`src/hw/srs_consts.vh`:
```
/*
  constants for the special register space block: byte addresses of the
  register map, status word field positions, bank address stride.
  assumes inclusion by bare name from the design files.
*/
`ifndef SRS_CONSTS_VH
`define SRS_CONSTS_VH

// ----------------------------------------
// register addresses
// ----------------------------------------
`define SRS_ADDR_PORT0        8'h80
`define SRS_ADDR_STACK        8'h81
`define SRS_ADDR_DPTR_LO      8'h82
`define SRS_ADDR_DPTR_HI      8'h83
`define SRS_ADDR_POWER        8'h87
`define SRS_ADDR_TIMER_CTL    8'h88
`define SRS_ADDR_TIMER_MODE   8'h89
`define SRS_ADDR_T0_LO        8'h8A
`define SRS_ADDR_T1_LO        8'h8B
`define SRS_ADDR_T0_HI        8'h8C
`define SRS_ADDR_T1_HI        8'h8D
`define SRS_ADDR_PORT1        8'h90
`define SRS_ADDR_SER_CTL      8'h98
`define SRS_ADDR_SER_BUF      8'h99
`define SRS_ADDR_PORT2        8'hA0
`define SRS_ADDR_INT_EN       8'hA8
`define SRS_ADDR_PORT3        8'hB0
`define SRS_ADDR_INT_PRIO     8'hB8
`define SRS_ADDR_T2_CTL       8'hC8
`define SRS_ADDR_T2_CAP_LO    8'hCA
`define SRS_ADDR_T2_CAP_HI    8'hCB
`define SRS_ADDR_T2_LO        8'hCC
`define SRS_ADDR_T2_HI        8'hCD
`define SRS_ADDR_STATUS       8'hD0
`define SRS_ADDR_ACC          8'hE0
`define SRS_ADDR_AUX          8'hF0

// ----------------------------------------
// status word fields
// ----------------------------------------
`define SRS_PSW_CY            7
`define SRS_PSW_AC            6
`define SRS_PSW_F0            5
`define SRS_PSW_BANK_HI       4
`define SRS_PSW_BANK_LO       3
`define SRS_PSW_OV            2
`define SRS_PSW_RSVD          1
`define SRS_PSW_PAR           0

// ----------------------------------------
// reset values and misc
// ----------------------------------------
`define SRS_RST_BYTE          8'h00
`define SRS_RST_STACK         8'h07
`define SRS_RST_PORT          8'hFF
`define SRS_UNMAPPED_READ     8'h00
`define SRS_BANK_STRIDE_LOG2  3
`define SRS_NUM_REGS          26

`endif

```
`src/hw/srs_top.v`:
```
/*
  special register space of an 8-bit core: decode of the register map,
  program status word with hardware parity, working register bank base.
  assumes the core drives flag updates and reaches registers over a plain
  address/strobe port with read data one cycle after the read strobe.
*/
// How it works
// - unmapped reads return undefined data, here zero
// - third timer registers exist only if enabled
// - aux register: mul/div operand, else scratch
// - bit 6 half carry, updated by hardware
// - bit 5 user flag, software only
// - bits 4:3 pick bank 00h,08h,10h,18h
// - bit 0 parity of accumulator, every cycle
`timescale 1ns/10ps
`include "srs_consts.vh"
module srs_top #(
   parameter HAS_TIMER2 = 1
) (
   input  wire       clk,
   input  wire       rst_n,
   input  wire       clk_en,
   input  wire [7:0] addr,
   input  wire [7:0] wdata,
   input  wire       wr_stb,
   input  wire       rd_stb,
   output wire [7:0] rdata,
   input  wire       cy_we,
   input  wire       cy_in,
   input  wire       ac_we,
   input  wire       ac_in,
   input  wire       ov_we,
   input  wire       ov_in,
   input  wire       acc_we,
   input  wire [7:0] acc_in,
   input  wire       aux_we,
   input  wire [7:0] aux_in,
   output wire [7:0] acc_out,
   output wire [7:0] aux_out,
   output wire [7:0] status_out,
   output wire [4:0] bank_base,
   output wire [7:0] port0_out,
   output wire [7:0] port1_out,
   output wire [7:0] port2_out,
   output wire [7:0] port3_out
);

   // ----------------------------------------
   // address decode
   // ----------------------------------------
   localparam NREG = `SRS_NUM_REGS;
   localparam AW   = 5;
   localparam [AW-1:0] IDX_ACC   = 5'd24;
   localparam [AW-1:0] IDX_AUX   = 5'd25;
   localparam [AW-1:0] IDX_PORT0 = 5'd0;
   localparam [AW-1:0] IDX_PORT1 = 5'd11;
   localparam [AW-1:0] IDX_PORT2 = 5'd14;
   localparam [AW-1:0] IDX_PORT3 = 5'd16;

   reg  [AW-1:0] idx;
   reg           hit;
   reg           is_t2;

   always @*
   begin
      idx   = 5'd0;
      hit   = 1'b1;
      is_t2 = 1'b0;
      case (addr)
         `SRS_ADDR_PORT0:      idx = 5'd0;
         `SRS_ADDR_STACK:      idx = 5'd1;
         `SRS_ADDR_DPTR_LO:    idx = 5'd2;
         `SRS_ADDR_DPTR_HI:    idx = 5'd3;
         `SRS_ADDR_POWER:      idx = 5'd4;
         `SRS_ADDR_TIMER_CTL:  idx = 5'd5;
         `SRS_ADDR_TIMER_MODE: idx = 5'd6;
         `SRS_ADDR_T0_LO:      idx = 5'd7;
         `SRS_ADDR_T1_LO:      idx = 5'd8;
         `SRS_ADDR_T0_HI:      idx = 5'd9;
         `SRS_ADDR_T1_HI:      idx = 5'd10;
         `SRS_ADDR_PORT1:      idx = 5'd11;
         `SRS_ADDR_SER_CTL:    idx = 5'd12;
         `SRS_ADDR_SER_BUF:    idx = 5'd13;
         `SRS_ADDR_PORT2:      idx = 5'd14;
         `SRS_ADDR_INT_EN:     idx = 5'd15;
         `SRS_ADDR_PORT3:      idx = 5'd16;
         `SRS_ADDR_INT_PRIO:   idx = 5'd17;
         `SRS_ADDR_T2_CTL:
         begin
            idx   = 5'd18;
            is_t2 = 1'b1;
         end
         `SRS_ADDR_T2_CAP_LO:
         begin
            idx   = 5'd19;
            is_t2 = 1'b1;
         end
         `SRS_ADDR_T2_CAP_HI:
         begin
            idx   = 5'd20;
            is_t2 = 1'b1;
         end
         `SRS_ADDR_T2_LO:
         begin
            idx   = 5'd21;
            is_t2 = 1'b1;
         end
         `SRS_ADDR_T2_HI:
         begin
            idx   = 5'd22;
            is_t2 = 1'b1;
         end
         `SRS_ADDR_STATUS:     idx = 5'd23;
         `SRS_ADDR_ACC:        idx = IDX_ACC;
         `SRS_ADDR_AUX:        idx = IDX_AUX;
         default:              hit = 1'b0;
      endcase
      // third timer addresses vanish on variants without it
      if (is_t2 && (HAS_TIMER2 == 0))
         hit = 1'b0;
   end

   wire is_status = hit && (idx == 5'd23);
   wire is_core   = hit && ((idx == IDX_ACC) || (idx == IDX_AUX));

   // ----------------------------------------
   // register array write arbitration
   // ----------------------------------------
   // the array port serves bus writes only: acc and aux have flops of their
   // own, so a core update never steals the port from a bus write elsewhere;
   // writes to reserved addresses are simply dropped
   reg           arr_we;
   reg [AW-1:0]  arr_idx;
   reg [7:0]     arr_data;

   always @*
   begin
      arr_we   = 1'b0;
      arr_idx  = idx;
      arr_data = wdata;
      if (wr_stb && hit && !is_status && !is_core)
         arr_we = 1'b1;
   end

   // reset values per entry: ports high, stack pointer at its start value
   wire [NREG*8-1:0] rst_vals;
   genvar g;
   generate
      for (g = 0; g < NREG; g = g + 1)
      begin : g_rst
         assign rst_vals[g*8 +: 8] =
            (g == 1) ? `SRS_RST_STACK :
            ((g == 0) || (g == 11) || (g == 14) || (g == 16)) ? `SRS_RST_PORT :
            `SRS_RST_BYTE;
      end
   endgenerate

   wire [NREG*8-1:0] all_q;
   wire [7:0]        arr_rd;

   srs_regfile #(
      .DEPTH (NREG),
      .AW    (AW),
      .WIDTH (8)
   ) u_regs (
      .clk        (clk),
      .rst_n      (rst_n),
      .clk_en     (clk_en),
      .wr_en      (arr_we),
      .wr_idx     (arr_idx),
      .wr_data    (arr_data),
      .rd_idx     (idx),
      .rst_vals   (rst_vals),
      .all_q      (all_q),
      .rd_data_ff (arr_rd)
   );


   // ----------------------------------------
   // accumulator and aux register
   // ----------------------------------------
   // a mul/div result lands in both in one cycle, hence two flops; a core
   // write wins over a bus write to the same register. the array entries
   // behind these two addresses stay at reset and are never read.
   reg  [7:0] acc_ff;
   reg  [7:0] aux_ff;
   wire       bus_acc = wr_stb && hit && (idx == IDX_ACC);
   wire       bus_aux = wr_stb && hit && (idx == IDX_AUX);
   wire [7:0] nxt_acc = acc_we ? acc_in : (bus_acc ? wdata : acc_ff);
   wire [7:0] nxt_aux = aux_we ? aux_in : (bus_aux ? wdata : aux_ff);

   always @(posedge clk)
   begin
      if (!rst_n)
      begin
         acc_ff <= `SRS_RST_BYTE;
         aux_ff <= `SRS_RST_BYTE;
      end
      else if (clk_en)
      begin
         acc_ff <= nxt_acc;
         aux_ff <= nxt_aux;
      end
   end

   assign acc_out   = acc_ff;
   assign aux_out   = aux_ff;
   assign port0_out = all_q[IDX_PORT0*8 +: 8];
   assign port1_out = all_q[IDX_PORT1*8 +: 8];
   assign port2_out = all_q[IDX_PORT2*8 +: 8];
   assign port3_out = all_q[IDX_PORT3*8 +: 8];

   // ----------------------------------------
   // program status word
   // ----------------------------------------
   reg        carry_out_flag_ff;
   reg        bcd_half_carry_ff;
   reg        user_flag_zero_ff;
   reg  [1:0] bank_sel_ff;
   reg        signed_range_exceeded_ff;
   reg        parity_ff;

   wire psw_wr = wr_stb && is_status;

   // parity follows the value the accumulator takes this cycle, so it is
   // never a cycle stale after an acc write
   wire       nxt_parity = ^nxt_acc;

   always @(posedge clk)
   begin
      if (!rst_n)
      begin
         carry_out_flag_ff        <= 1'b0;
         bcd_half_carry_ff        <= 1'b0;
         user_flag_zero_ff        <= 1'b0;
         bank_sel_ff              <= 2'b00;
         signed_range_exceeded_ff <= 1'b0;
         parity_ff                <= 1'b0;
      end
      else if (clk_en)
      begin
         // hardware flag updates win over a software write in the same cycle
         if (cy_we)
            carry_out_flag_ff <= cy_in;
         else if (psw_wr)
            carry_out_flag_ff <= wdata[`SRS_PSW_CY];
         if (ac_we)
            bcd_half_carry_ff <= ac_in;
         else if (psw_wr)
            bcd_half_carry_ff <= wdata[`SRS_PSW_AC];
         if (ov_we)
            signed_range_exceeded_ff <= ov_in;
         else if (psw_wr)
            signed_range_exceeded_ff <= wdata[`SRS_PSW_OV];
         if (psw_wr)
         begin
            user_flag_zero_ff <= wdata[`SRS_PSW_F0];
            bank_sel_ff       <= {wdata[`SRS_PSW_BANK_HI], wdata[`SRS_PSW_BANK_LO]};
         end
         parity_ff <= nxt_parity;
      end
   end

   // reserved bit 1 reads zero; parity bit ignores writes
   assign status_out = {carry_out_flag_ff, bcd_half_carry_ff, user_flag_zero_ff,
                        bank_sel_ff, signed_range_exceeded_ff, 1'b0, parity_ff};

   // bank n starts at n*8 in internal data memory
   assign bank_base = {bank_sel_ff, 3'b000};

   // ----------------------------------------
   // read path
   // ----------------------------------------
   reg       rd_hit_ff;
   reg       rd_status_ff;
   reg       rd_valid_ff;
   reg       rd_core_sel_ff;
   reg [7:0] rd_core_ff;

   always @(posedge clk)
   begin
      if (!rst_n)
      begin
         rd_hit_ff    <= 1'b0;
         rd_status_ff <= 1'b0;
         rd_valid_ff  <= 1'b0;
         rd_core_sel_ff <= 1'b0;
         rd_core_ff     <= 8'h00;
      end
      else if (clk_en)
      begin
         rd_hit_ff    <= hit;
         rd_status_ff <= is_status;
         rd_valid_ff  <= rd_stb;
         rd_core_sel_ff <= is_core;
         rd_core_ff     <= (idx == IDX_AUX) ? aux_ff : acc_ff;
      end
   end

   // status is sampled live one cycle after the strobe; flags written in the
   // strobe cycle are already visible
   assign rdata = !rd_valid_ff  ? 8'h00 :
                  !rd_hit_ff    ? `SRS_UNMAPPED_READ :
                  rd_status_ff  ? status_out :
                  rd_core_sel_ff ? rd_core_ff : arr_rd;

endmodule

```
`src/hw/srs_regfile.v`:
```
/*
  small register array for the special register space: one write port,
  one read port with registered read data.
  assumes the parent decodes addresses to an index and holds the enable.
*/
`timescale 1ns/10ps
module srs_regfile #(
   parameter DEPTH  = 26,
   parameter AW     = 5,
   parameter WIDTH  = 8
) (
   input  wire             clk,
   input  wire             rst_n,
   input  wire             clk_en,
   input  wire             wr_en,
   input  wire [AW-1:0]    wr_idx,
   input  wire [WIDTH-1:0] wr_data,
   input  wire [AW-1:0]    rd_idx,
   input  wire [DEPTH*WIDTH-1:0] rst_vals,
   output wire [DEPTH*WIDTH-1:0] all_q,
   output reg  [WIDTH-1:0] rd_data_ff
);

   reg  [WIDTH-1:0] mem_ff [0:DEPTH-1];
   wire [WIDTH-1:0] nxt_rd_data;

   assign nxt_rd_data = mem_ff[rd_idx];

   genvar i;
   generate
      for (i = 0; i < DEPTH; i = i + 1)
      begin : g_ent
         // reset values come from constants wired in by the parent
         always @(posedge clk)
         begin
            if (!rst_n)
               mem_ff[i] <= rst_vals[i*WIDTH +: WIDTH];
            else if (clk_en && wr_en && (wr_idx == i[AW-1:0]))
               mem_ff[i] <= wr_data;
         end
         assign all_q[i*WIDTH +: WIDTH] = mem_ff[i];
      end
   endgenerate

   always @(posedge clk)
   begin
      if (!rst_n)
         rd_data_ff <= {WIDTH{1'b0}};
      else if (clk_en)
         rd_data_ff <= nxt_rd_data;
   end

endmodule

```
`config.mk`:
```
export PLATFORM = sky130hd
export DESIGN_NAME = srs_top
export DESIGN_NICKNAME = d
export VERILOG_FILES = /design/src/hw/srs_top.v /design/src/hw/srs_regfile.v
export VERILOG_INCLUDE_DIRS = /design/src /design/src/hw
export SDC_FILE = /design/constraint.sdc
export NUM_CORES = 1
export LEC_CHECK = 0
export ABC_CLOCK_PERIOD_IN_PS = 7000
export BUFFER_PORTS_ARGS = -buffer_cell sky130_fd_sc_hd__buf_2
export CELL_PAD_IN_SITES_DETAIL_PLACEMENT = 2
export CELL_PAD_IN_SITES_GLOBAL_PLACEMENT = 2
export CORE_MARGIN = 2
export CORE_UTILIZATION = 44
export CTS_BUF_LIST = sky130_fd_sc_hd__clkbuf_2
export DETAILED_ROUTE_END_ITERATION = 10
export PLACE_DENSITY_LB_ADDON = 0.1
export SYNTH_ARGS = -nofsm -noshare
export SYNTH_HDL_FRONTEND = slang
export SYNTH_SLANG_ARGS = --single-unit
export TNS_END_PERCENT = 50
```
`constraint.sdc`:
```
create_clock -name clk -period 7 [get_ports clk]
set_input_delay 0.35 -clock clk [delete_from_list [all_inputs] [get_ports clk]]
set_output_delay 0.35 -clock clk [all_outputs]
set_load 0.01 [all_outputs]
```
Word-level counts from Yosys, hierarchy flattened
Memories as Yosys holds them, arrays and structs flattened. A register that Yosys moved wholly into a read port is not among the register bits.
Cells that the tools add are included.
{"block": "classes", "muxes": 123, "bitwise": 26, "eq_ne": 51, "reduce_logical": 51}
{"op": "two-way mux 8 bit", "n": 35}
{"op": "equality test 8 bit (second input constant)", "n": 26}
{"op": "one-hot mux 5 bit (25 select lines)", "n": 1}
{"op": "two-way mux 1 bit", "n": 87}
{"op": "equality test 5 bit (second input constant)", "n": 10}
{"op": "equality test 5 x 4 -> 1 bit (second input constant)", "n": 8}
{"op": "logical AND 1 bit", "n": 35}
{"op": "bitwise OR 1 bit", "n": 26}
{"op": "OR reduction 26 bit", "n": 1}
{"op": "equality test 5 x 3 -> 1 bit (second input constant)", "n": 4}
{"op": "equality test 5 x 2 -> 1 bit (second input constant)", "n": 2}
{"op": "AND reduction 2 bit", "n": 5}
{"op": "nonzero test 2 bit", "n": 4}
{"op": "XOR reduction 8 bit", "n": 1}
{"op": "equality test 5 x 1 -> 1 bit (second input constant)", "n": 1}
{"op": "logical NOT 5 bit", "n": 1}
{"op": "logical NOT 1 bit", "n": 3}
{"op": "logical OR 1 bit", "n": 1}
{"block": "word_totals", "word_cells": 265, "regBits": 35, "mem_count": 1, "ram_bits": 208, "output_inout_bits": 69}
{"name": "u_regs.mem_ff", "depth": 26, "width": 8, "read_ports": 5, "rd_clocked_by_memory_dff": 1, "write_ports": 26, "line_no": "srs_regfile.v:24", "source": "reg [WIDTH-1:0] mem_ff [0:DEPTH-1];"}

Logic depth before layout (Yosys ltp)
Gate-level depths: netlist of the first run.
{"block": "depth", "ltp_word": 14, "ltp_mapped": 13, "depth_no_buf": 9}

Modules after synthesis
A second synthesis of the first run with hierarchy kept.
{"block": "hier_totals", "cells_unflattened": 1021, "area_unflattened_um2": 14059.7}
{"mod": "srs_regfile", "n_inst": 1, "area_each_um2": 11438.5, "cells_each": 714}
{"mod": "srs_top", "n_inst": 1, "area_each_um2": 2621.3, "cells_each": 307}

Worst setup path before layout of the first run
OpenSTA, ideal clock, no wires.
{"block": "synth_timing", "path_kind": "in2reg", "start": "input addr[3]", "end": "memory u_regs.mem_ff[20][0], enable pin", "cell_stages": 11, "required_ns": 6.616, "t_arrival_ns": 2.749, "setup_time_ns": 0.384, "path_slack_ns": 3.867, "path_buffers": 3, "path_cell_list": "buf_2 -> nor4_4 -> and3_1 -> buf_2 -> nand2_2 -> a21oi_1 -> a31oi_1 -> nor2b_1 -> nand2_1 -> clkbuf_1 -> o21ai_0"}
{"item": "from (decl)", "line_no": "srs_top.v:23", "source": "input wire [7:0] addr,"}
{"item": "to (decl)", "line_no": "srs_regfile.v:24"}

==> flow_metrics.py, run 1 <==
metrics = {
    "place": {
        "port_buffers": 109,
        "preCtsSetupSlack_ps": 2422,
        "gp_congestion": 0.8459,
        "dp_hpwl_microns": 29180,
    },
    "yosys": {
        "netlist_area_sq_um": 12620,
        "ys_types": 60,
        "synth_edf_count": 208,
        "synth_ff_type": "edfxtp_1",
        "ys_seq_area_frac": 0.5630,
        "synthesis.instances": 1205,
        "syn_area_per_cell_sq_um": 10.48,
        "ys_seq_elements": 251,
        "synth-async-reset-ratio": 0,
        "yosysWarnings": 0,
    },
    "sta": {
        "rsz0062_at_grt": "no",
        "setup_tns_ps": 0,
        "min_period_ps": 3844,
        "finalCritPeriodShare": 0.5491,
        "holdWs_ps": 112.2,
        "tightest_slew_ps": 1333,
        "hold_viol": 0,
        "layout_setup_ws_ps": 3156,
        "maxSlewHeadroom": 0.1022,
        "skew_ps": 144.7,
        "fmax_mhz": 260.2,
        "drv_slew": 0,
        "setup_viol": 0,
    },
    "global_route": {
        "busiest_layer": "met2",
        "grt_max_degree": 89,
        "use_met3": 0.05614,
        "track_usage": 0.3137,
        "grt_pass1_vias": 11540,
        "grt-ovfl-total": 0,
        "grt_pass1_wl_microns": 71350,
        "gr-usage-met2": 0.5383,
        "antenna_found_initial": 6,
        "grtUsageMet1": 0.3943,
    },
    "power_and_ir_drop": {
        "vdd_ir_drop_max_uv": 132.6,
        "p_sw_mw": 0.9817,
        "switching_share": 0.2979,
        "power_leakage_nw": 5.465,
        "comb_power_share": 0.109,
        "p_clk_frac": 0.363,
        "power_density_nw_per_um2": 229.1,
        "p_seq_frac": 0.528,
        "p_int_mw": 2.314,
    },
    "cells_and_area": {
        "drive_gt1_frac": 0.1837,
        "seq_area_sq_um": 7107,
        "areaGrowthSynthToFinish_pct": 13.97,
        "nets": 1393,
        "fillers": 2981,
        "utilization": 0.5053,
        "multi_input_area_sq_um": 5042,
    },
    "worst_setup_path": {
        "reg2regPathDepth": 6,
        "worstPathArrival_ps": 4230,
        "cp-end-kind": "register",
        "crit_chain": "buf_2 -> or3b_1 -> o41ai_2 -> buf_4 -> a211oi_2 -> buf_4 -> nor2b_1 -> nand2_1 -> o21ai_0",
        "crit_fanout": 25,
        "path_common_cell": "buf_4",
        "cp.depth": 9,
        "critical_path.top_delay_family": "simple AND/OR/NAND/NOR gates",
        "slowest_stage": "o21ai_0",
        "cp_num_buf_inv": 3,
        "max_stage_delay_ps": 1230,
        "critPathRequiredTime_ps": 7390,
        "critPathKind": "in -> reg",
        "start_kind": "input pin",
    },
    "floorplan": {
        "initial_core_util": 0.4434,
        "core.rowCount": 62,
        "die_height_microns": 173.4,
        "ioPinCount": 114,
        "die_x_microns": 173.4,
        "core_area_sq_um": 28470,
        "dieArea_sq_um": 30060,
    },
    "clock_tree": {
        "clkSinkCount": 251,
        "cts_max_path_buffers": 3,
        "cts_made_buffers": 70,
        "cts_tree": "yes",
        "root_buffer": "clkbuf_2",
        "clock_latency_ps": 930,
        "cts.htree.levels": 3,
        "cts_hold_buf": 32,
        "ctsResizeCount": 0,
        "clk_pin_slew_ps": 170,
        "post_cts_buffers": 0,
    },
    "detailed_routing": {
        "drtPass1Iterations": 5,
        "ant_nets": 0,
        "vias": 10520,
        "wl_microns": 47380,
        "wl_per_cell_microns": 26.53,
        "via_per_inst": 5.890,
        "drc_errors": 0,
        "drtIter0Drc": 891,
    },
    "hold_path": {
        "min_delay_path_depth": 4,
        "hold_class": "in -> reg",
    },
    "run_status": {
        "status": "complete, no violations",
    },
    "run": {
        "cap_violations": 0,
    },
}
layout make-up:
class | instances | share of cell area
antenna | 3 | 0.0005218
clock buffer | 105 | 0.03653
clock inverter | 18 | 0.01087
inverter | 9 | 0.002348
multi-input combinational | 853 | 0.3505
sequential | 251 | 0.4940
tap | 384 | 0.03340
timing repair buffer | 163 | 0.07184
sequential cells by signal (all words and copies together), names as in the netlist, 2 cells and up:
signal / flops
u_regs.mem_ff: 208
u_regs.rd_data_ff: 8
acc_out: 8
rd_core_ff: 8
aux_out: 8
bank_sel_ff: 2
cells in the final DEF (no fill, tap or decap), types with 23 or more instances in the layout:
cell type	instances
nor3_1	62
conb_1	28
mux2i_1	66
buf_2	109
edfxtp_1	208
and2_1	101
nor2_1	92
a21oi_1	29
or3_1	31
nand2_1	163
a211oi_1	23
dlygate4sd3_1	33
o211ai_1	33
o21ai_0	48
clkbuf_2	105
dfxtp_1	43
nand3_1	34
routing by layer:
metal  share of wire  routed length (microns)  vias to the layer above
li1                -                        -                     4637
met1            0.42                    19740                     5389
met2            0.50                    23480                      375
met3           0.056                     2654                      116
met4           0.032                     1501                        2
met5         0.00023                       11                        -
worst paths after layout:
kind / start / endpoint / slack, ps
setup / recovery: addr[5] / u_regs.mem_ff[2][0]$_SDFFCE_PN0P_ / 3160
hold / removal: clk_en / rd_core_ff[5]$_SDFFE_PN0P_ / 110
setup reg to reg: u_regs.mem_ff[21][6]$_SDFFCE_PN0P_ / u_regs.rd_data_ff[6]$_SDFFE_PN0P_ / 5170
hold reg to reg: rd_status_ff$_SDFFE_PN0P_ / rd_status_ff$_SDFFE_PN0P_ / 490
tightest hold or removal path: cells and delay by family:
kind / cells / cell delay [ps]
AO/OA/AOI/OAI: 1 / 60
AND/OR/NAND/NOR: 1 / 180
buffers and inverters: 2 / 400
Yosys cell counts (2+ instances only):
master | count | area [sq um]
a311oi_1 | 8 | 70.07
nand4_1 | 11 | 68.82
o41ai_4 | 3 | 82.58
a211oi_1 | 23 | 172.7
and2_0 | 8 | 50.05
a31oi_1 | 10 | 62.56
o22ai_1 | 6 | 37.54
and2_1 | 101 | 631.9
nand2b_1 | 18 | 112.6
clkbuf_1 | 67 | 251.5
clkinv_1 | 2 | 7.510
nor4b_1 | 3 | 26.28
edfxtp_1 | 208 | 6246
dfxtp_1 | 43 | 860.8
nand2_2 | 2 | 12.51
xnor2_1 | 3 | 26.28
nor3_1 | 62 | 310.3
buf_1 | 7 | 26.28
mux2i_1 | 66 | 660.6
and3_1 | 4 | 25.02
buf_4 | 15 | 112.6
a311o_1 | 8 | 80.08
nor2b_1 | 7 | 43.79
o211ai_1 | 33 | 247.7
nand3_1 | 34 | 170.2
xor2_1 | 4 | 35.03
o21ai_1 | 3 | 15.01
nor2_1 | 92 | 345.3
o21a_1 | 2 | 15.01
o21ai_0 | 48 | 240.2
or3_1 | 31 | 193.9
buf_6 | 3 | 33.78
a21oi_1 | 29 | 145.1
buf_2 | 27 | 135.1
inv_1 | 7 | 26.28
nand2_1 | 163 | 611.8
a22oi_1 | 20 | 150.1
nand3b_1 | 2 | 15.01
power by group through the flow:
| stage | clock [mW] | combinational (mW) | sequential, mW |
|---|---|---|---|
| after global routing | 1.29 | 0.385 | 1.75 |
| final | 1.20 | 0.360 | 1.74 |
| after detailed placement | 0 | 0.330 | 1.77 |
| after CTS | 1.20 | 0.349 | 1.74 |
| after floorplan | 0 | 0.195 | 1.76 |
| after global placement | 0 | 0.318 | 1.76 |
logic make-up after synthesis:
group	synth area share
AO/OA/AOI/OAI	0.1175
XOR/XNOR	0.004857
buffers and inverters	0.04698
flip-flops	0.5630
multiplexers	0.05233
other	0.0002971
AND/OR/NAND/NOR	0.2151
per-stage QoR:
step                area [sq um]  power (mW)  std cells
floorplan                  12720       1.952       1232
global placement           13370       2.082       1627
detailed placement         13370       2.100       1627
CTS                        14370       3.282       1782
global route               14380       3.421       1785
finish                     14390       3.296       1786
Power figures use the tool's default switching activity.
==> inputs of run 2 (changes only) <==
--- a/config.mk
+++ b/config.mk
@@ -6,12 +6,13 @@
 export SDC_FILE = /design/constraint.sdc
 export NUM_CORES = 1
 export LEC_CHECK = 0
-export ABC_CLOCK_PERIOD_IN_PS = 7000
+export ABC_AREA = 1
+export ABC_CLOCK_PERIOD_IN_PS = 3500
 export BUFFER_PORTS_ARGS = -buffer_cell sky130_fd_sc_hd__buf_2
 export CELL_PAD_IN_SITES_DETAIL_PLACEMENT = 2
 export CELL_PAD_IN_SITES_GLOBAL_PLACEMENT = 2
 export CORE_MARGIN = 2
-export CORE_UTILIZATION = 44
+export CORE_UTILIZATION = 35
 export CTS_BUF_LIST = sky130_fd_sc_hd__clkbuf_2
 export DETAILED_ROUTE_END_ITERATION = 10
 export PLACE_DENSITY_LB_ADDON = 0.1
==> constraint.sdc (replaced) <==
create_clock -name clk -period 3.5 [get_ports clk]
set_input_delay 0.175 -clock clk [delete_from_list [all_inputs] [get_ports clk]]
set_output_delay 0.175 -clock clk [all_outputs]
set_load 0.01 [all_outputs]
==> flow_metrics.py, run 2 <==
metrics = {
    "run_status": {
        "status": "complete, no violations",
    },
    "global_route": {
        "grt_pass1_wl_microns": 73110,
        "grt-ovfl-total": 0,
        "grt_pass1_vias": 12030,
        "track_usage": 0.2741,
        "grt_max_degree": 60,
        "antenna_found_initial": 1,
    },
    "clock_tree": {
        "clk_pin_slew_ps": 90,
        "cts.htree.levels": 3,
        "root_buffer": "clkbuf_2",
        "clock_latency_ps": 900,
        "cts_max_path_buffers": 3,
        "cts_tree": "yes",
        "cts_made_buffers": 71,
        "ctsResizeCount": 0,
        "clkSinkCount": 251,
    },
    "worst_setup_path": {
        "regToRegStartpoint": "acc_out[7]$_SDFFE_PN0P_",
        "crit_end": "carry_out_flag_ff$_SDFFE_PN0P_",
        "cp_num_buf_inv": 7,
        "reg2reg_slack_ps": 1650,
        "crit_fanout": 9,
        "r2r_end": "parity_ff$_SDFFE_PN0P_",
        "worstPathArrival_ps": 3950,
        "max_stage_delay_ps": 600,
        "start_kind": "input pin",
        "critPathLaunch": "addr[1]",
        "reg2regPathDepth": 13,
        "critPathKind": "in -> reg",
        "path_common_cell": "dlygate4sd3_1",
        "critical_path.top_delay_family": "buffers and inverters",
        "critPathRequiredTime_ps": 4240,
        "slowest_stage": "dlygate4sd3_1",
        "cp-end-kind": "register",
        "cp.depth": 14,
        "crit_chain": "dlygate4sd3_1 -> buf_2 -> inv_2 -> nand2_2 -> nor2_2 -> inv_1 -> nor3_1 -> nand3_1 -> inv_1 -> a21oi_1 -> a211oi_1 -> dlygate4sd3_1 -> a211oi_1 -> dlygate4sd3_1",
    },
    "place": {
        "gp_congestion": 0.8386,
        "dp_hpwl_microns": 31900,
        "placed_cells": 1857,
        "port_buffers": 109,
    },
    "yosys": {
        "synth-async-reset-ratio": 0,
        "synthTopCellsByCount": "359 x nand2_1, 208 x edfxtp_1, 206 x nor2_1",
        "synth_compound_area_frac": 0.09771,
        "synth_ff_type": "edfxtp_1",
        "synthesis.instances": 1303,
        "synth_top_area_cell": "edfxtp_1",
        "syn_area_per_cell_sq_um": 9.238,
        "synth_edf_count": 208,
        "yosysWarnings": 0,
        "synth_top_area_share": 0.5189,
        "synthAdderAreaFrac": 0,
        "ys_seq_elements": 251,
        "ys_types": 41,
        "netlist_area_sq_um": 12040,
        "ys_seq_area_frac": 0.5904,
        "synthTopCellsByArea": "edfxtp_1 52%, nand2_1 11%, dfxtp_1 7.2%",
        "synth_xor_area_frac": 0.0007277,
        "synth_most_common_cell": "nand2_1",
        "synth_top_family_by_area": "simple AND/OR/NAND/NOR gates",
        "muxShareOfSynthArea": 0,
        "synth-simple-area-share": 0.2528,
    },
    "floorplan": {
        "die_x_microns": 189.4,
        "initial_core_util": 0.3572,
        "dieArea_sq_um": 35890,
        "core.rowCount": 67,
        "ioPinCount": 114,
        "die_height_microns": 189.4,
        "core_area_sq_um": 33700,
    },
    "hold_path": {
        "worstHoldStart": "wdata[7]",
        "hold_class": "in -> reg",
        "min_delay_path_depth": 4,
    },
    "cells_and_area": {
        "stdcell_count": 2051,
        "final_cell_mix": "359 x nand2_1, 208 x edfxtp_1, 206 x nor2_1",
        "drive_gt1_frac": 0.2166,
        "multi_input_area_sq_um": 4333,
        "nets": 1602,
        "seq_area_sq_um": 7107,
        "fillers": 3755,
        "final_common_cell": "nand2_1",
        "largest_register": "u_regs.mem_ff",
        "areaGrowthSynthToFinish_pct": 21.68,
        "largest_reg_flops": 208,
    },
    "detailed_routing": {
        "drc_errors": 0,
        "vias": 10820,
        "ant_nets": 0,
        "via_per_inst": 5.277,
        "wl_per_cell_microns": 23.80,
        "wl_microns": 48810,
        "drtPass1Iterations": 5,
        "drtIter0Drc": 784,
    },
    "power_and_ir_drop": {
        "vdd_ir_drop_max_uv": 241.2,
        "power_leakage_nw": 6.094,
        "power_density_nw_per_um2": 444.5,
    },
    "sta": {
        "finalCritPeriodShare": 0.9149,
        "maxSlewHeadroom": 0.2618,
        "drv_slew": 0,
        "setup_viol": 0,
        "setup_tns_ps": 0,
        "hold_viol": 0,
        "skew_ps": 89.65,
        "rsz0062_at_grt": "no",
        "min_period_ps": 3202,
        "tightest_slew_ps": 1106,
        "fmax_mhz": 312.3,
    },
    "run": {
        "cap_violations": 0,
    },
}
==> run 2: how the worst min path moves through the flow <==
stage,end
final,u_regs.mem_ff[11][7]$_SDFFCE_PN1P_
after global routing,u_regs.mem_ff[11][7]$_SDFFCE_PN1P_
after CTS,u_regs.mem_ff[11][7]$_SDFFCE_PN1P_
after detailed placement,rd_valid_ff$_SDFFE_PN0P_
after global placement,rd_valid_ff$_SDFFE_PN0P_
after floorplan,rd_valid_ff$_SDFFE_PN0P_
==> run 2: per-layer routing <==
metal / vias to the layer above / part of all wire / track usage / wire length (microns)
met2: 288 / 0.51 / 0.4896 / 25080
met1: 5514 / 0.42 / 0.3335 / 20390
li1: 4928 / - / - / -
met3: 94 / 0.041 / 0.04467 / 1988
met4: 0 / 0.028 / 0.09750 / 1356
met5: - / 0 / 0 / 0
==> run 2: worst min-delay path, stage by stage <==
cell	delay, ps
buf_2	80
clkinv_1	170
buf_4	330
nand2_1	110
==> run 2: final cells by class <==
| cell class | count | area share |
|---|---|---|
| diodes | 1 | 0.0001709 |
| multi-input cells | 918 | 0.2958 |
| clock buffers | 107 | 0.03656 |
| repair buffers | 229 | 0.1153 |
| well taps | 448 | 0.03827 |
| flip-flops and latches | 251 | 0.4852 |
| inverters | 86 | 0.02213 |
| clock inverters | 11 | 0.006492 |
==> run 2: timing repair <==
action	CTS	global route
setup buffers	0	3
setup endpoints to repair	0	3
hold endpoints to repair	136	0
hold buffers	72	0
==> run 2: through the flow <==
step / setup WS [ps] / utilization / hold WS [ps] / area (sq um) / power, mW
after floorplan: 958.7 / - / 309.9 / 12140 / 3.901
after global placement: 479.9 / 0.3938 / 429.6 / 13270 / 4.204
after detailed placement: 404.5 / 0.3938 / 432.7 / 13270 / 4.234
after CTS: 373.0 / 0.4339 / 55.94 / 14620 / 6.528
after global routing: 233.2 / 0.4346 / 51.76 / 14650 / 6.790
final: 297.9 / 0.4346 / 96.61 / 14650 / 6.510
==> run 2: kinds of logic after synthesis <==
group | Yosys count
simple gates | 693
flops | 251
compound gates | 196
buf+inv | 161
xor+xnor | 1
other cells | 1
==> run 2: power by group <==
group / switching [mW] / leakage (nW) / internal [mW]
clock network: 1.31 / 0.492 / 0.942
registers: 0.0856 / 2.36 / 3.39
logic: 0.527 / 3.25 / 0.259
total: 1.92 / 6.09 / 4.59
==> inputs of run 3 (changes only) <==
--- a/config.mk
+++ b/config.mk
@@ -7,11 +7,10 @@
 export NUM_CORES = 1
 export LEC_CHECK = 0
 export ABC_AREA = 1
-export ABC_CLOCK_PERIOD_IN_PS = 3500
+export ABC_CLOCK_PERIOD_IN_PS = 2750
 export BUFFER_PORTS_ARGS = -buffer_cell sky130_fd_sc_hd__buf_2
 export CELL_PAD_IN_SITES_DETAIL_PLACEMENT = 2
 export CELL_PAD_IN_SITES_GLOBAL_PLACEMENT = 2
-export CORE_MARGIN = 2
 export CORE_UTILIZATION = 35
 export CTS_BUF_LIST = sky130_fd_sc_hd__clkbuf_2
 export DETAILED_ROUTE_END_ITERATION = 10
==> constraint.sdc (replaced) <==
create_clock -name clk -period 2.75 [get_ports clk]
set_input_delay 0.1375 -clock clk [delete_from_list [all_inputs] [get_ports clk]]
set_output_delay 0.1375 -clock clk [all_outputs]
set_load 0.01 [all_outputs]
==> flow_metrics.py, run 3 (same netlist as run 2, synthesis figures left out) <==
metrics = {
    "power_and_ir_drop": {
        "p_sw_mw": 2.503,
        "comb_power_share": 0.130,
        "vdd_ir_drop_max_uv": 295.6,
        "p_int_mw": 5.710,
        "p_clk_frac": 0.333,
        "p_seq_frac": 0.538,
        "power_leakage_nw": 6.315,
        "switching_share": 0.3048,
        "power_density_nw_per_um2": 545.3,
    },
    "global_route": {
        "grt_pass1_wl_microns": 75560,
        "grt-ovfl-total": 0,
        "antenna_found_initial": 3,
        "track_usage": 0.2886,
        "grt_pass1_vias": 12250,
        "grt_max_degree": 60,
    },
    "detailed_routing": {
        "vias": 11120,
        "drtIter0Drc": 611,
        "via_per_inst": 5.285,
        "drtPass1Iterations": 5,
        "wl_per_cell_microns": 23.90,
        "drc_errors": 0,
        "wl_microns": 50280,
        "ant_nets": 0,
    },
    "clock_tree": {
        "cts_made_buffers": 72,
        "cts_tree": "yes",
        "cts.htree.levels": 3,
        "root_buffer": "clkbuf_2",
        "clkSinkCount": 251,
        "cts_max_path_buffers": 3,
        "clock_latency_ps": 950,
        "clk_pin_slew_ps": 120,
    },
    "cells_and_area": {
        "largest_reg_flops": 208,
        "nets": 1649,
        "drive_gt1_frac": 0.2299,
        "stdcell_count": 2104,
        "final_common_cell": "nand2_1",
        "final_cell_mix": "357 x nand2_1, 208 x edfxtp_1, 206 x nor2_1",
        "areaGrowthSynthToFinish_pct": 25.15,
        "largest_register": "u_regs.mem_ff",
    },
    "place": {
        "port_buffers": 109,
        "dp_hpwl_microns": 31760,
        "placed_cells": 1882,
        "gp_congestion": 0.8089,
    },
    "floorplan": {
        "ioPinCount": 114,
        "die_x_microns": 187.4,
        "initial_core_util": 0.3572,
        "core.rowCount": 67,
        "dieArea_sq_um": 35140,
        "core_area_sq_um": 33700,
        "die_height_microns": 187.4,
    },
    "worst_setup_path": {
        "critPathRequiredTime_ps": 3640,
        "cp-end-kind": "register",
        "start_kind": "input pin",
        "critPathKind": "in -> reg",
        "worstPathArrival_ps": 3600,
        "crit_fanout": 9,
    },
    "sta": {
        "maxSlewHeadroom": 0.4529,
        "setup_viol": 0,
        "setup_tns_ps": 0,
        "finalCritPeriodShare": 0.9855,
        "skew_ps": 81.76,
        "drv_slew": 0,
        "fmax_mhz": 369.0,
        "holdWs_ps": 94.69,
        "min_period_ps": 2710,
        "tightest_slew_ps": 819.8,
        "hold_viol": 0,
        "rsz0062_at_grt": "yes",
    },
    "hold_path": {
        "hold_class": "in -> reg",
    },
    "run": {
        "cap_violations": 0,
    },
    "run_status": {
        "status": "complete, no violations",
    },
}
[run 3: routing by layer]
metal,GRT usage,share of wire,vias to the layer above
li1,-,-,5038
met1,0.3501,0.42,5679
met2,0.5133,0.51,300
met3,0.04878,0.039,102
met4,0.1038,0.029,0
met5,0,0,-
[run 3: stage by stage]
step | utilization | total power [mW] | setup slack (ps) | cell area (sq um)
after global routing | 0.4470 | 8.560 | -56.01 | 15060
final | 0.4470 | 8.213 | 39.77 | 15060
after detailed placement | 0.4001 | 5.405 | -239.1 | 13480
after global placement | 0.4001 | 5.368 | -233.1 | 13480
after floorplan | - | 4.965 | 246.2 | 12140
after CTS | 0.4449 | 8.191 | 43.68 | 14990
[run 3: worst max-delay path, cell delays in order]
cell	delay, ps
clkbuf_4	150
inv_2	70
nand2_4	90
nor2_1	70
dlygate4sd3_1	590
nand2_1	100
nand2_1	80
nor2_1	100
nand2_1	90
nor2_4	180
buf_6	150
nand2_4	110
nand3_4	120
nand2_1	50
nand3_1	90
nand2_1	90
dlygate4sd3_1	560
o21ai_1	130
dlygate4sd3_1	570
inv_1	40
[run 3: power by group through the flow]
stage	logic [mW]	registers [mW]	clock network [mW]
floorplan	0.489	4.48	0
global placement	0.886	4.48	0
detailed placement	0.912	4.49	0
CTS	1.02	4.41	2.77
global route	1.14	4.43	2.98
finish	1.07	4.41	2.73
[run 3: final timing paths]
kind                                   start                                 end  slack [ps]  cells after the start
hold / removal                       addr[4]  u_regs.mem_ff[11][3]$_SDFFCE_PN1P_          90                      6
setup / recovery                     addr[1]             acc_out[2]$_SDFFE_PN0P_          40                     20
setup reg to reg     acc_out[2]$_SDFFE_PN0P_             acc_out[2]$_SDFFE_PN0P_         530                      8
hold reg to reg   rd_core_ff[5]$_SDFFE_PN0P_          rd_core_ff[5]$_SDFFE_PN0P_         480                      2
[run 3: cell type report]
cell class	instances	area, sq um
diodes	3	7.507
clock buffers	109	545.5
clock inverters	14	55.05
fillers	3754	18640
inverters	86	324.1
multi-input cells	918	4348
flip-flops and latches	251	7107
well taps	448	560.5
repair buffers	275	2116
[run 3: repair_timing]
| action | CTS | global route |
|---|---|---|
| endpoints found under the setup margin | 0 | 11 |
| hold endpoints to repair | 224 | 0 |
| buffers inserted | 0 | 5 |
| gates resized for setup | 0 | 8 |
| hold buffers | 91 | 0 |
